[config.mk]
export PLATFORM = sky130hd
export DESIGN_NAME = dpscp_port
export DESIGN_NICKNAME = d
export VERILOG_FILES = /design/src/pkg/dpscp_pkg.sv /design/src/hdl/dpscp_port.sv
export VERILOG_INCLUDE_DIRS = /design/src /design/src/pkg
export SDC_FILE = /design/constraint.sdc
export NUM_CORES = 1
export LEC_CHECK = 0
export BUFFER_PORTS_ARGS = -buffer_cell sky130_fd_sc_hd__buf_4
export CORE_MARGIN = 2
export CORE_UTILIZATION = 65
export DETAILED_ROUTE_END_ITERATION = 10
export PLACE_DENSITY = 0.83
export SKIP_CTS_REPAIR_TIMING = 1
export SLEW_MARGIN = 5
export SYNTH_ARGS = -nofsm -noshare
export SYNTH_HDL_FRONTEND = slang
export SYNTH_SLANG_ARGS = --single-unit
[constraint.sdc]
create_clock -name i_core_clk -period 24.9 [get_ports i_core_clk]
set_input_delay 1.245 -clock i_core_clk [delete_from_list [all_inputs] [get_ports i_core_clk]]
set_output_delay 1.245 -clock i_core_clk [all_outputs]
set_load 0.1 [all_outputs]
[src/pkg/dpscp_defs.svh]
// Constants of the dual protocol serial control port
`ifndef DPSCP_DEFS_SVH
`define DPSCP_DEFS_SVH
`define DPSCP_CFG_A 16'h0000
`define DPSCP_CFG_B 16'h0001
`define DPSCP_UPD_ADDR 16'h000F
`define DPSCP_LSB_HI 6
`define DPSCP_LSB_LO 1
`define DPSCP_ASC_HI 5
`define DPSCP_ASC_LO 2
`define DPSCP_RDBUF_BIT 5
`define DPSCP_UPD_BIT 0
`define DPSCP_ADDR_MASK 16'h7FFF
`define DPSCP_ADDR_ONE 16'h0001
`define DPSCP_INSTR_LAST 5'h0F
`define DPSCP_BYTE_LAST 5'h07
`define DPSCP_I2C_BITS 4'h8
`define DPSCP_SADR_BASE 7'h38
`define DPSCP_SPI_IDX_A 4'h0
`define DPSCP_SPI_IDX_B 4'h8
`define DPSCP_STRAP_WAIT 2'h2
`define DPSCP_FIFO_DEPTH 8
`define DPSCP_WR_W 24
`endif

[src/pkg/dpscp_pkg.sv]
// Types of the dual protocol serial control port
package dpscp_pkg;
  typedef enum logic [1:0] {SPH_CMD, SPH_WR, SPH_RD} dpscp_sph_t;
  typedef enum logic [2:0] {IS_IDLE, IS_ADDR, IS_RX, IS_ACK, IS_TX, IS_TACK} dpscp_ist_t;
  typedef struct packed {
    logic [15:0] addr;
    logic [7:0] data;
  } dpscp_wr_t;
  typedef struct packed {
    logic [1:0] sp0_m, sp0_s, sp1_m, sp1_s;
    logic [1:0] scnt;
    logic act, spi;
    logic [6:0] sadr;
    logic sck_m, sck_s, sck_p, cs_m, cs_s, sd_m, sd_s, sd_p;
    logic lsb, asc, rdbuf, upd_pend, upd;
    dpscp_sph_t sph;
    dpscp_ist_t ist;
    logic [4:0] cnt;
    logic [15:0] sr;
    logic rw;
    logic [1:0] ibyte;
    logic [15:0] addr;
    logic [15:0] rd_addr;
    logic rd_req, rd_ld;
    logic [7:0] tx;
    logic oe, sdo;
    logic wv;
    dpscp_wr_t wd;
  } dpscp_st_t;
endpackage

[src/hdl/dpscp_port.sv]
// Serial control port: SPI and two-wire slave, write FIFO
`timescale 1ns/100ps
`include "dpscp_defs.svh"

module dpscp_fifo #(
  parameter int W = 24,
  parameter int D = 8
) (
  input wire logic i_core_clk,
  input wire logic i_reset,
  input wire logic i_clk_en,
  input wire logic i_valid,
  output logic o_ready,
  input wire logic [W-1:0] i_data,
  output logic o_valid,
  input wire logic i_ready,
  output logic [W-1:0] o_data
);
  localparam int AW = $clog2(D);
  typedef struct packed {
    logic [D-1:0][W-1:0] mem;
    logic [AW:0] wp;
    logic [AW:0] rp;
  } dpscp_fst_t;
  dpscp_fst_t q, d;
  logic full, empty;
  assign empty = (q.wp == q.rp);
  assign full = (q.wp[AW] != q.rp[AW]) && (q.wp[AW-1:0] == q.rp[AW-1:0]);
  assign o_ready = !full;
  assign o_valid = !empty;
  assign o_data = q.mem[q.rp[AW-1:0]];
  always_comb begin
    d = q;
    if (i_valid && !full) begin
      d.mem[q.wp[AW-1:0]] = i_data;
      d.wp = q.wp + 1'b1;
    end
    if (i_ready && !empty) begin
      d.rp = q.rp + 1'b1;
    end
  end
  always_ff @(posedge i_core_clk or posedge i_reset) begin
    if (i_reset) begin
      q <= '0;
    end else if (i_clk_en) begin
      q <= d;
    end
  end
endmodule

// What this block does
// - Both direction bits zero: SPI address decrements; two-wire address always increments
// - Both direction bits one: address increments
// - Read shifts N bytes over N*8 clocks
// - Readback changes on falling, sampled rising
// - Streamed read returns every address, none skipped
// - Read source bit picks buffered or active
// - Instruction: read/write flag, 15-bit address
// - Default MSB first; bit-order write switches immediately
// - Two-wire: slave only, clock never driven
// - Two-wire write: 16-bit address, high first
// - Address byte: 7-bit address plus direction
// - Answer only own slave address
// - Receiver acknowledges by low ninth pulse
// - After no-acknowledge, return to idle
// - Host no-acknowledge ends read, release line
// - Bytes are eight bits, MSB first, acknowledged
// - Data changes with clock low; start, stop
// - Start or stop anywhere discards partial byte
// - Unlimited data bytes per transfer
// - Two-wire read returns data from current address
// - Port-select pins pick protocol and address
// - Chip select high releases data pin
// - Instruction on first 16 rising edges
// - Update bit copies buffered to active, clears
module dpscp_port
  import dpscp_pkg::*;
(
  input wire logic i_core_clk,
  input wire logic i_reset,
  input wire logic i_clk_en,
  input wire logic [1:0] i_port_select_pin_0,
  input wire logic [1:0] i_port_select_pin_1,
  input wire logic i_sclk,
  input wire logic i_cs_n,
  input wire logic i_sdio,
  output logic o_sdio,
  output logic o_sdio_oe,
  output logic o_spi_mode,
  output logic o_wr_valid,
  input wire logic i_wr_ready,
  output dpscp_wr_t o_wr,
  output logic o_rd_req,
  output logic [15:0] o_rd_addr,
  input wire logic [7:0] i_rd_buf_data,
  input wire logic [7:0] i_rd_act_data,
  output logic o_io_update
);
  dpscp_st_t q, d;
  logic fifo_ir, fifo_ov;
  logic rise, fall, start, stop;

  // ****************************************
  // Write buffer
  // ****************************************
  dpscp_fifo #(.W(`DPSCP_WR_W), .D(`DPSCP_FIFO_DEPTH)) u_fifo (
    .i_core_clk(i_core_clk),
    .i_reset(i_reset),
    .i_clk_en(i_clk_en),
    .i_valid(q.wv),
    .o_ready(fifo_ir),
    .i_data(q.wd),
    .o_valid(fifo_ov),
    .i_ready(i_wr_ready),
    .o_data(o_wr)
  );

  assign o_wr_valid = fifo_ov;
  assign o_sdio = q.spi ? q.sdo : 1'b0;
  assign o_sdio_oe = q.oe;
  assign o_spi_mode = q.spi;
  assign o_rd_req = q.rd_req;
  assign o_rd_addr = q.rd_addr;
  assign o_io_update = q.upd;

  // Edges of the serial clock and two-wire conditions
  assign rise = q.sck_s && !q.sck_p;
  assign fall = !q.sck_s && q.sck_p;
  assign start = q.sck_s && q.sck_p && q.sd_p && !q.sd_s;
  assign stop = q.sck_s && q.sck_p && !q.sd_p && q.sd_s;

  // Pin code: floating 0, low 1, high 2
  function automatic logic [3:0] pin_code(input logic [1:0] p);
    pin_code = p[1] ? 4'h0 : (p[0] ? 4'h2 : 4'h1);
  endfunction

  function automatic logic [15:0] step(input dpscp_st_t s);
    step = s.asc ? ((s.addr + `DPSCP_ADDR_ONE) & `DPSCP_ADDR_MASK) : ((s.addr - `DPSCP_ADDR_ONE) & `DPSCP_ADDR_MASK);
  endfunction

  function automatic dpscp_st_t req_rd(input dpscp_st_t s);
    dpscp_st_t r;
    r = s;
    r.rd_req = 1'b1;
    r.rd_addr = s.addr;
    req_rd = r;
  endfunction

  // Register write: SPI config bytes and the update bit stay here
  function automatic dpscp_st_t reg_wr(input dpscp_st_t s, input logic [7:0] b, input logic rdy);
    dpscp_st_t r;
    r = s;
    if (s.spi && s.addr == `DPSCP_CFG_A) begin
      // bit order takes effect on the next bit
      r.lsb = b[`DPSCP_LSB_HI] | b[`DPSCP_LSB_LO];
      r.asc = b[`DPSCP_ASC_HI] & b[`DPSCP_ASC_LO];
    end else if (s.spi && s.addr == `DPSCP_CFG_B) begin
      r.rdbuf = b[`DPSCP_RDBUF_BIT];
    end else if (s.addr == `DPSCP_UPD_ADDR) begin
      r.upd_pend = s.upd_pend | b[`DPSCP_UPD_BIT];
    end else if (rdy) begin
      r.wv = 1'b1;
      r.wd = '{addr: s.addr, data: b};
    end
    reg_wr = r;
  endfunction

  // ****************************************
  // Next state
  // ****************************************
  always_comb begin
    logic [15:0] nsr;
    logic [3:0] idx;
    logic plain;
    nsr = '0;
    idx = '0;
    plain = 1'b0;
    d = q;
    d.rd_req = 1'b0;
    d.upd = 1'b0;
    d.wv = 1'b0;
    d.rd_ld = q.rd_req;
    d.sp0_m = i_port_select_pin_0;
    d.sp0_s = q.sp0_m;
    d.sp1_m = i_port_select_pin_1;
    d.sp1_s = q.sp1_m;
    d.sck_m = i_sclk;
    d.sck_s = q.sck_m;
    d.sck_p = q.sck_s;
    d.cs_m = i_cs_n;
    d.cs_s = q.cs_m;
    d.sd_m = i_sdio;
    d.sd_s = q.sd_m;
    d.sd_p = q.sd_s;
    if (q.rd_ld) begin
      d.tx = q.rdbuf ? i_rd_buf_data : i_rd_act_data;
    end
    // straps caught once after reset release, held until next reset
    if (!q.act) begin
      if (q.scnt == `DPSCP_STRAP_WAIT) begin
        idx = pin_code(q.sp0_s) * 4'h3 + pin_code(q.sp1_s);
        d.act = 1'b1;
        d.spi = (idx == `DPSCP_SPI_IDX_A) || (idx == `DPSCP_SPI_IDX_B);
        d.sadr = `DPSCP_SADR_BASE + 7'(idx);
      end else begin
        d.scnt = q.scnt + 2'h1;
      end
    end
    // update waits until every buffered write has drained
    if (q.upd_pend && !fifo_ov && !q.wv) begin
      d.upd = 1'b1;
      d.upd_pend = 1'b0;
    end
    if (q.act && q.spi) begin
      nsr = q.lsb ? {q.sd_s, q.sr[15:1]} : {q.sr[14:0], q.sd_s};
      if (q.cs_s) begin
        d.sph = SPH_CMD;
        d.cnt = '0;
        d.oe = 1'b0;
      end else if (rise && q.sph != SPH_RD) begin
        d.sr = nsr;
        d.cnt = q.cnt + 5'h1;
        if (q.sph == SPH_CMD && q.cnt == `DPSCP_INSTR_LAST) begin
          // flag on top, 15-bit address below
          d.rw = nsr[15];
          d.addr = {1'b0, nsr[14:0]};
          d.cnt = '0;
          d.sph = nsr[15] ? SPH_RD : SPH_WR;
          if (nsr[15]) begin
            d = req_rd(d);
          end
        end else if (q.sph == SPH_WR && q.cnt == `DPSCP_BYTE_LAST) begin
          // Full FIFO drops the byte: the link cannot be stalled
          d = reg_wr(d, q.lsb ? nsr[15:8] : nsr[7:0], fifo_ir);
          d.addr = step(d);
          d.cnt = '0;
        end
      end else if (fall && q.sph == SPH_RD) begin
        d.oe = 1'b1;
        d.sdo = q.lsb ? q.tx[0] : q.tx[7];
        d.tx = q.lsb ? {1'b0, q.tx[7:1]} : {q.tx[6:0], 1'b0};
        d.cnt = q.cnt + 5'h1;
        if (q.cnt == `DPSCP_BYTE_LAST) begin
          // next byte from the adjacent address, up or down per the direction bits
          d.cnt = '0;
          d.addr = step(q);
          d = req_rd(d);
        end
      end
    end else if (q.act) begin
      // only the data line is ever driven
      if (start) begin
        d.ist = IS_ADDR;
        d.cnt = '0;
        d.oe = 1'b0;
      end else if (stop) begin
        d.ist = IS_IDLE;
        d.oe = 1'b0;
      end else begin
        unique case (q.ist)
          IS_IDLE: d.ist = IS_IDLE;
          IS_ADDR, IS_RX: begin
            if (rise && q.cnt[3:0] != `DPSCP_I2C_BITS) begin
              d.sr = {q.sr[14:0], q.sd_s};
              d.cnt = q.cnt + 5'h1;
            end else if (fall && q.cnt[3:0] == `DPSCP_I2C_BITS) begin
              if (q.ist == IS_ADDR) begin
                if (q.sr[7:1] == q.sadr) begin
                  d.rw = q.sr[0];
                  d.ibyte = '0;
                  d.oe = 1'b1;
                  d.ist = IS_ACK;
                  if (q.sr[0]) begin
                    d = req_rd(d);
                    d.addr = q.addr + `DPSCP_ADDR_ONE;
                  end
                end else begin
                  d.ist = IS_IDLE;
                end
              end else begin
                // address high byte then low byte
                plain = 1'b1;
                if (q.ibyte == 2'h0) begin
                  d.addr[15:8] = q.sr[7:0];
                end else if (q.ibyte == 2'h1) begin
                  d.addr[7:0] = q.sr[7:0];
                end else begin
                  plain = (q.addr == `DPSCP_UPD_ADDR) || fifo_ir;
                  // any count of bytes, address advancing
                  d = reg_wr(d, q.sr[7:0], fifo_ir);
                  d.addr = q.addr + `DPSCP_ADDR_ONE;
                end
                if (q.ibyte != 2'h2) begin
                  d.ibyte = q.ibyte + 2'h1;
                end
                // acknowledge, or refuse and go idle
                d.oe = plain;
                d.ist = plain ? IS_ACK : IS_IDLE;
              end
            end
          end
          IS_ACK: begin
            if (fall) begin
              d.cnt = '0;
              d.oe = 1'b0;
              d.ist = IS_RX;
              if (q.rw) begin
                d.oe = !q.tx[7];
                d.tx = {q.tx[6:0], 1'b0};
                d.cnt = 5'h1;
                d.ist = IS_TX;
              end
            end
          end
          IS_TX: begin
            if (fall) begin
              if (q.cnt[3:0] == `DPSCP_I2C_BITS) begin
                d.oe = 1'b0;
                d.ist = IS_TACK;
              end else begin
                d.oe = !q.tx[7];
                d.tx = {q.tx[6:0], 1'b0};
                d.cnt = q.cnt + 5'h1;
              end
            end
          end
          IS_TACK: begin
            if (rise) begin
              if (q.sd_s) begin
                d.ist = IS_IDLE;
              end else begin
                d = req_rd(d);
                d.addr = q.addr + `DPSCP_ADDR_ONE;
                d.ist = IS_ACK;
              end
            end
          end
          default: d.ist = IS_IDLE;
        endcase
      end
    end
  end

  always_ff @(posedge i_core_clk or posedge i_reset) begin
    if (i_reset) begin
      q <= '0;
    end else if (i_clk_en) begin
      q <= d;
    end
  end
endmodule

==> results.cfg, run 1 <==
[min_path]
hold_path_class = flop to flop
holdPathEnd = u_fifo.q[3]$_DFFE_PP0P_
hold_depth = 1
worstHoldStart = u_fifo.q[3]$_DFFE_PP0P_

[synthesis]
ys_warn_count = 0
ys_seq_area_share_pct = 45.66
ys_seq_elements = 328
synth_top_area_share_pct = 45.66
yosys_most_used_dff = dfrtp_1
synth_area_leaders = dfrtp_1, mux2_2, mux4_2
synth_edf_count = 0
synth_most_common_cell = dfrtp_1
synth_cell_types = 80
yosys-top-cells-count = dfrtp_1, mux2_2, nor2_1, clkbuf_1, nand2_1
async_reset_ff_share_pct = 100.0
yosysTopAreaCell = dfrtp_1
syn-cell-area_sq_um = 17980
syn_area_per_cell_sq_um = 11.31
syn-num-nets = 1632
synth_cells = 1589

[worst_setup_path]
ff2ff_path_depth = 13
r2r-start = q[127]$_DFFE_PP0P_
required_ns = 23.65
cp-end-kind = output pin
worstReg2RegEnd = q[21]$_DFFE_PP0P_
start_kind = flop
criticalPathCategory = flop to output pin
reg2reg_slack_ns = 20.97
worstPathArrival_ns = 2.81
crit_fanout = 52

[sta]
fmaxAchievable_mhz = 246.7
rsz0062_at_grt = no
fin_crit_sh_pct = 16.28
setup_violations = 0
fin_setup_tns_ns = 0
fin_skew_ns = 0.009781
slew_headroom_pct = 24.85
tightest_slew_ns = 1.127
fin_crit_ns = 4.053
drv_slew = 0
hold_viol_final = 0
whs_ns = 0.4929

[floorplan]
fp.dieW_um = 170.3
rows = 60
io_pins = 73
start_util_pct = 66.51
die_area_sq_um = 29000
core_sq_um = 27030
die_h_um = 170.3

[clock_tree]
cts_tree = done
cts_buffer_depth = 3
cts_made_buffers = 35
cts_max_level = 2
clock-root-buffer = clkbuf_16
cts_sinks = 328
clkLatencyLatePin_ns = 0.53
path_clk_slew_ns = 0.06

[routing]
drt_wl_total_um = 46810
drtPass1Iterations = 6
ant_nets = 0
wl_per_cell_um = 24.06
drt_iter0_markers = 1378
vias = 13304
drc = 0
via_per_inst = 6.837

[pwr]
powerDensity_nw_per_um2 = 76.86
worst_ir_drop_vdd_uv = 89.75
p_leak_uw = 0.008909
power_uw = 1515

[global_routing]
grt_pass1_wl_um = 73260
grt_pass1_vias = 13233
antenna_found_initial = 0
grt_max_degree = 210
grt-ovfl-total = 0
grt_use_total_pct = 32.56

[flow_run]
cap_violations = 0

[status]
outcome = completed

[cells_and_area]
fillCellCount = 1825
final_nets = 1621
areaGrowthSynthToFinish_pct = 9.668
drive_above_1_share_pct = 30.47
n_antenna_cell = 0

[place]
place_congestion = 0.9815
dp_hpwl_um = 29140
port_buffers = 72
cells in the final DEF (no fill, tap or decap), types with 16 or more instances in the layout:
master / netlist / layout
mux2_2: 252 / 252
inv_1: 36 / 35
o21ai_0: 78 / 78
xnor2_1: 28 / 28
dfrtp_1: 328 / 326
a22oi_1: 27 / 27
nand2_1: 84 / 84
mux2i_1: 42 / 42
buf_4: 16 / 91
nand3_1: 24 / 24
a21oi_1: 80 / 79
and2_1: 16 / 16
nor2_1: 105 / 104
mux4_2: 48 / 48
nor3_1: 26 / 25
clkbuf_16: 0 / 35
per-stage QoR:
stage | cell area [sq um] | setup slack [ns] | utilization (%) | std cells
after global placement | 18490 | 21.08 | 68.42 | 1882
final | 19710 | 20.85 | 72.94 | 1946
after CTS | 19710 | 20.81 | 72.94 | 1946
after detailed placement | 18490 | 20.97 | 68.42 | 1882
after floorplan | 17980 | 14.57 | - | 1589
after global routing | 19710 | 20.71 | 72.94 | 1946
critical path, stage by stage, from the launching register on:
cell and delay, ns:
dfrtp_2 0.34, buf_4 0.71, mux4_2 0.62, mux2_2 0.31
buf_4 0.24
logic make-up after synthesis:
family | count (synthesis) | synth area share (%)
compound gates | 313 | 11.32
xor+xnor | 39 | 1.900
fa+ha+maj | 16 | 1.197
buf+inv | 176 | 4.364
flops | 328 | 45.66
mux | 356 | 25.31
simple gates | 361 | 10.25
flip-flops by register name (all words and copies together) (netlist names):
name         count
q              108
o_io_update      1
o_sdio_oe        1
u_fifo.q       200
o_rd_req         1
o_rd_addr       16
o_spi_mode       1
where the power goes:
| part | switching, uW | total (uW) | internal, uW |
|---|---|---|---|
| clock | 221 | 544 | 322 |
| combinational | 246 | 362 | 116 |
| sequential | 45.5 | 609 | 564 |
how the worst max path moves through the flow:
stage                                        from  depth (start not counted)                      end  slack, ns
after global routing      u_fifo.q[0]$_DFFE_PP0P_                          4                 o_wr[16]      20.71
after floorplan                           i_reset                          1  o_io_update$_DFFE_PP0P_      14.57
after detailed placement       q[127]$_DFFE_PP0P_                         13        q[22]$_DFFE_PP0P_      20.97
after CTS                 u_fifo.q[0]$_DFFE_PP0P_                          4                 o_wr[22]      20.81
final                     u_fifo.q[0]$_DFFE_PP0P_                          4                 o_wr[22]      20.85
after global placement         q[123]$_DFFE_PP0P_                         13        q[21]$_DFFE_PP0P_      21.08
final cells by class:
class / instances / area, sq um / share of cell area (%)
clock buffers: 55 / 1081 / 5.484
multi-input cells: 1085 / 9007 / 45.69
inverters: 36 / 142.6 / 0.7235
flip-flops and latches: 328 / 8210 / 41.65
repair buffers: 92 / 703.2 / 3.567
clock inverters: 9 / 142.6 / 0.7235
well taps: 341 / 426.7 / 2.164
routing by layer:
metal  part of all wire, %  track usage (%)  vias up
li1                      -                -     5817
met1                    40            43.54     6697
met2                    48            53.39      637
met3                   7.3            4.302      153
met4                   4.3            15.01        0
met5                     0                0        -
Power figures use the tool's default switching activity.
==> run 2: changes to the inputs <==
--- a/config.mk
+++ b/config.mk
@@ -8,9 +8,9 @@
 export LEC_CHECK = 0
 export BUFFER_PORTS_ARGS = -buffer_cell sky130_fd_sc_hd__buf_4
 export CORE_MARGIN = 2
-export CORE_UTILIZATION = 65
+export CORE_UTILIZATION = 57
 export DETAILED_ROUTE_END_ITERATION = 10
-export PLACE_DENSITY = 0.83
+export PLACE_DENSITY = 0.77
 export SKIP_CTS_REPAIR_TIMING = 1
 export SLEW_MARGIN = 5
 export SYNTH_ARGS = -nofsm -noshare
==> constraint.sdc (replaced) <==
create_clock -name i_core_clk -period 3.6 [get_ports i_core_clk]
set_input_delay 0.18 -clock i_core_clk [delete_from_list [all_inputs] [get_ports i_core_clk]]
set_output_delay 0.18 -clock i_core_clk [all_outputs]
set_load 0.1 [all_outputs]
==> run 2 against run 1 <==
Compared with the run above: register-to-register slack got worse by 21 ns; count of clock-buffer cells in the layout decreased by 4; die area increased by 14%; sequential cell count unchanged; sequential share of layout area decreased by 1.7 points; global-route usage decreased by 3.5 points; first-iteration DRC count decreased by 19%; worst hold slack got worse by 0.42 ns; setup slack got worse by 21 ns; critical path depth increased by 12; critical endpoint is now q[67]$_DFFE_PP0P_; highest routed layer unchanged.
==> results.cfg, run 2 (synthesized netlist as in run 1, its figures left out) <==
[floorplan]
die_h_um = 181.6
fp.dieW_um = 181.6
core_sq_um = 31310
io_pins = 73
die_area_sq_um = 32970
rows = 65
start_util_pct = 57.41

[place]
dp_hpwl_um = 32080
port_buffers = 72
placed_cell_area_sq_um = 19170
place_congestion = 0.9765

[pwr]
worst_ir_drop_vdd_uv = 598.3
p_int_uw = 6917
p_seq_share_pct = 38.9
power_uw = 10560
clockPowerShare_pct = 34.7
powerDensity_nw_per_um2 = 513.5
p_switching_uw = 3638
comb_power_share_pct = 26.5
swShare_pct = 34.47
p_leak_uw = 0.009346

[cells_and_area]
regMostFlops = u_fifo.q
final_area_sq_um = 20560
areaGrowthSynthToFinish_pct = 14.35
largest_register_ffs = 200
fin_util_pct = 65.65
layout_commonest_cell = dfrtp_1
layout_common_cells = dfrtp_1, mux2_2, buf_4
final_nets = 1709
drive_above_1_share_pct = 34.18
n_antenna_cell = 0
fillCellCount = 2350

[sta]
fin_setup_tns_ns = 0
hold_viol_final = 0
fin_skew_ns = 0.02793
rsz0062_at_grt = yes
fmaxAchievable_mhz = 283.6
whs_ns = 0.06984
slew_headroom_pct = 27.74
drv_slew = 0
fin_crit_sh_pct = 97.94
setup_violations = 0
tightest_slew_ns = 1.082
fin_crit_ns = 3.526

[global_routing]
grt_use_total_pct = 29.07
grt_max_degree = 74
grt_pass1_wl_um = 75750
grt-ovfl-total = 0
grt_pass1_vias = 13784
antenna_found_initial = 0

[routing]
ant_nets = 0
vias = 13529
via_per_inst = 6.464
drt_iter0_markers = 1120
drt-met1-wl_um = 19680
drtPass1Iterations = 5
wl_met3_um = 3019
wl_per_cell_um = 22.93
drt_wl_total_um = 48000
dr_wl_met2_um = 22890
dr.max_layer_used = met4
drc = 0

[flow_run]
cap_violations = 0

[worst_setup_path]
max_stage_delay_ns = 0.49
start_kind = flop
cp-end-kind = flop
crit_buf_inv = 5
worstSetupStartpoint = q[126]$_DFFE_PP0P_
criticalPathCategory = flop to flop
crit_fanout = 5
critPathSlowestCell = fa_1
crit_path_cell_trace = buf_4 > nand2b_4 > fa_1 > inv_1 > ha_2 > inv_2 > fa_1 > nor3b_4 > mux2i_4 > buf_6 > o31ai_4 > buf_6 > nand2_8 > a221o_1 > a21oi_1 > o31a_1
r2r-start = q[126]$_DFFE_PP0P_
required_ns = 4.08
worstPathArrival_ns = 4.01
critPathTopFamily = adder cells

[clock_tree]
clock-root-buffer = clkbuf_16
cts_made_buffers = 36
clkLatencyLatePin_ns = 0.55
cts_tree = done
path_clk_slew_ns = 0.06
cts_buffer_depth = 3
cts_max_level = 2
cts_sinks = 328

[min_path]
worstHoldStart = i_clk_en
hold_path_class = input port to flop

[status]
outcome = completed
run 2: final timing paths:
check                                           to  slack (ns)  cells after the start
setup / recovery                 q[67]$_DFFE_PP0P_        0.07                     16
hold / removal                   q[34]$_DFFE_PP0P_        0.07                      2
setup reg to reg                 q[67]$_DFFE_PP0P_        0.07                     16
hold reg to reg            u_fifo.q[7]$_DFFE_PP0P_        0.49                      1
max in group asynchronous        q[29]$_DFFE_PP0P_        2.14                      4
min in group asynchronous        q[55]$_DFFE_PP0P_        0.45                      3
run 2: through the flow:
| step | std cells | setup slack, ns |
|---|---|---|
| final | 2093 | 0.07428 |
| after global routing | 2093 | -0.06181 |
| after CTS | 2079 | -0.1311 |
| after detailed placement | 2016 | -0.1388 |
| after global placement | 2016 | -0.03212 |
| after floorplan | 1589 | -0.9587 |
run 2: cell type report:
type                    count  area (sq um)  share of cell area, %
clock inverters            12         120.1                 0.5843
clock buffers              51          1047                  5.095
inverters                  36         138.9                 0.6756
repair buffers            178          1446                  7.036
flip-flops and latches    328          8212                  39.95
well taps                 402         503.0                  2.447
multi-input cells        1086          9089                  44.21
run 2: layer usage:
layer | GRT usage [%] | vias up
met2 | 47.13 | 563
met3 | 4.593 | 183
met1 | 38.44 | 6788
li1 | - | 5995
met5 | 0 | -
met4 | 14.28 | 0
run 2: power by group through the flow:
stage | combinational [uW] | sequential [uW] | clock, uW
2_1_floorplan | 2230 | 4080 | 0
3_3_place_gp | 2710 | 4150 | 0
3_5_place_dp | 2730 | 4160 | 0
4_1_cts | 2740 | 4100 | 3720
5_1_grt | 2960 | 4130 | 3880
6_report | 2790 | 4100 | 3660
==> run 3: changes to the inputs <==
--- a/config.mk
+++ b/config.mk
@@ -8,9 +8,10 @@
 export LEC_CHECK = 0
 export BUFFER_PORTS_ARGS = -buffer_cell sky130_fd_sc_hd__buf_4
 export CORE_MARGIN = 2
-export CORE_UTILIZATION = 57
+export CORE_UTILIZATION = 58
+export CTS_BUF_LIST = sky130_fd_sc_hd__clkbuf_2 sky130_fd_sc_hd__clkbuf_4 sky130_fd_sc_hd__clkbuf_8
 export DETAILED_ROUTE_END_ITERATION = 10
-export PLACE_DENSITY = 0.77
+export PLACE_DENSITY = 0.79
 export SKIP_CTS_REPAIR_TIMING = 1
 export SLEW_MARGIN = 5
 export SYNTH_ARGS = -nofsm -noshare
==> run 3 against run 2 <==
Compared with the run above: clock power is 5% higher; setup slack got worse by 0.050 ns; register-to-register slack lost 0.05 ns; final cell count rose by 1.5%.
==> results.cfg, run 3 (synthesized netlist as in run 1, its figures left out) <==
[cells_and_area]
drive_above_1_share_pct = 36.52
fin_util_pct = 67.67
layout.cells.non_filler = 2124
layout_commonest_cell = dfrtp_1
areaGrowthSynthToFinish_pct = 15.15
largest_register_ffs = 200
n_antenna_cell = 0
final_nets = 1726
layout_common_cells = dfrtp_1, mux2_2, buf_4
regMostFlops = u_fifo.q

[floorplan]
die_area_sq_um = 32420
start_util_pct = 58.77
die_h_um = 180.1
io_pins = 73
rows = 64
core_sq_um = 30590
fp.dieW_um = 180.1

[routing]
drc = 0
ant_nets = 0
drt_wl_total_um = 47470
wl_met3_um = 2846
dr_wl_met2_um = 23370
wl_per_cell_um = 22.35
drt_iter0_markers = 1178
drt-met1-wl_um = 19300
dr.max_layer_used = met4
via_per_inst = 6.352
vias = 13492
drtPass1Iterations = 6

[sta]
drv_slew = 0
fin_crit_sh_pct = 99.33
slew_headroom_pct = 35.46
setup_violations = 0
rsz0062_at_grt = yes
fin_skew_ns = 0.02649
fin_crit_ns = 3.576
fmaxAchievable_mhz = 279.7
whs_ns = 0.05062
hold_viol_final = 0
tightest_slew_ns = 0.9681

[global_routing]
grt_max_degree = 97
grt_pass1_vias = 13741
antenna_found_initial = 0
grt-ovfl-total = 0
grt_use_total_pct = 28.95
grt_pass1_wl_um = 75340

[clock_tree]
path_clk_slew_ns = 0.06
cts_made_buffers = 54
clock-root-buffer = clkbuf_8
cts_max_level = 2
cts_tree = done
cts_buffer_depth = 3
cts_sinks = 328
clkLatencyLatePin_ns = 0.61

[pwr]
worst_ir_drop_vdd_uv = 498.0
p_leak_uw = 0.009461
powerDensity_nw_per_um2 = 517.6

[worst_setup_path]
critPathSlowestCell = fa_1
crit_end = q[62]$_DFFE_PP0P_
required_ns = 4.13
reg2reg_slack_ns = 0.02
crit_fanout = 7
crit_buf_inv = 5
max_stage_delay_ns = 0.53
crit_cells = 16
r2r-start = q[126]$_DFFE_PP0P_
worstSetupStartpoint = q[126]$_DFFE_PP0P_
start_kind = flop
criticalPathCategory = flop to flop
worstPathArrival_ns = 4.11
worstReg2RegEnd = q[62]$_DFFE_PP0P_
ff2ff_path_depth = 16
critPathTopFamily = adder cells
cp-end-kind = flop
crit_path_cell_trace = buf_4 > nand2b_4 > fa_1 > inv_1 > ha_2 > inv_2 > fa_1 > nor3b_4 > mux2i_4 > buf_4 > o31ai_4 > nand2_4 > buf_6 > o31ai_2 > a211o_1 > mux2_4

[place]
port_buffers = 72
place_congestion = 0.9956
dp_hpwl_um = 31390
place_inst = 2004

[flow_run]
cap_violations = 0

[status]
outcome = completed

[min_path]
hold_path_class = input port to flop
run 3: cell count changes in the layout (fill, tap and decap cells not counted), sizes merged:
| cell | previous run | this run |
|---|---|---|
| clkbuf | 51 | 85 |
| buf | 170 | 165 |
| bufinv | 1 | 5 |
| dlygate4sd3 | 8 | 12 |
| clkinv | 7 | 8 |
| clkinvlp | 3 | 2 |
| inv | 37 | 38 |
| nand2 | 86 | 85 |
run 3: final cells by class:
class                   count  area [sq um]
well taps                 396         495.5
clock inverters            17         237.7
clock buffers              84          1056
inverters                  36         138.9
multi-input cells        1085          9129
fillers                  2232          9889
flip-flops and latches    328          8210
repair buffers            178          1433
run 3: worst min-delay path by stage:
stage	slack, ns	cells after the start	start	to
global route	0.07	4	i_rd_act_data[0]	q[27]$_DFFE_PP0P_
global placement	0.39	2	i_reset	o_rd_addr[14]$_DFFE_PP0P_
detailed placement	0.38	2	i_reset	o_rd_addr[11]$_DFFE_PP0P_
finish	0.05	4	i_rd_act_data[0]	q[27]$_DFFE_PP0P_
floorplan	0.33	1	i_port_select_pin_1[0]	q[124]$_DFFE_PP0P_
CTS	-0.25	2	i_reset	o_rd_addr[4]$_DFFE_PP0P_
run 3: through the flow:
step                      area (sq um)  setup slack (ns)  TNS, ns  total power, uW
after floorplan                  17980           -0.9587  -314.45             6313
after global placement           19080          -0.05180  -0.1295             6853
after detailed placement         19080           -0.2223   -4.426             6875
after CTS                        20370           -0.2341   -4.494            10700
after global routing             20700           -0.1391   -3.535            11170
final                            20700           0.02427        0            10710
run 3: tightest hold or removal path, cell delays in order:
cell,delay [ns]
buf_4,0.08
mux2i_1,0.08
o21ai_0,0.17
a22o_1,0.12
run 3: where the power goes:
group	switching, uW	total [uW]	internal, uW
Clock	1590	3840	2250
Sequential	212	4110	3900
Combinational	1860	2770	910
Total	3650	10700	7060
run 3: metal layers:
layer  up-vias  track usage, %
li1       6027               -
met5         -               0
met1      6807           38.74
met4         0           12.35
met3       142           3.678
met2       516           48.00
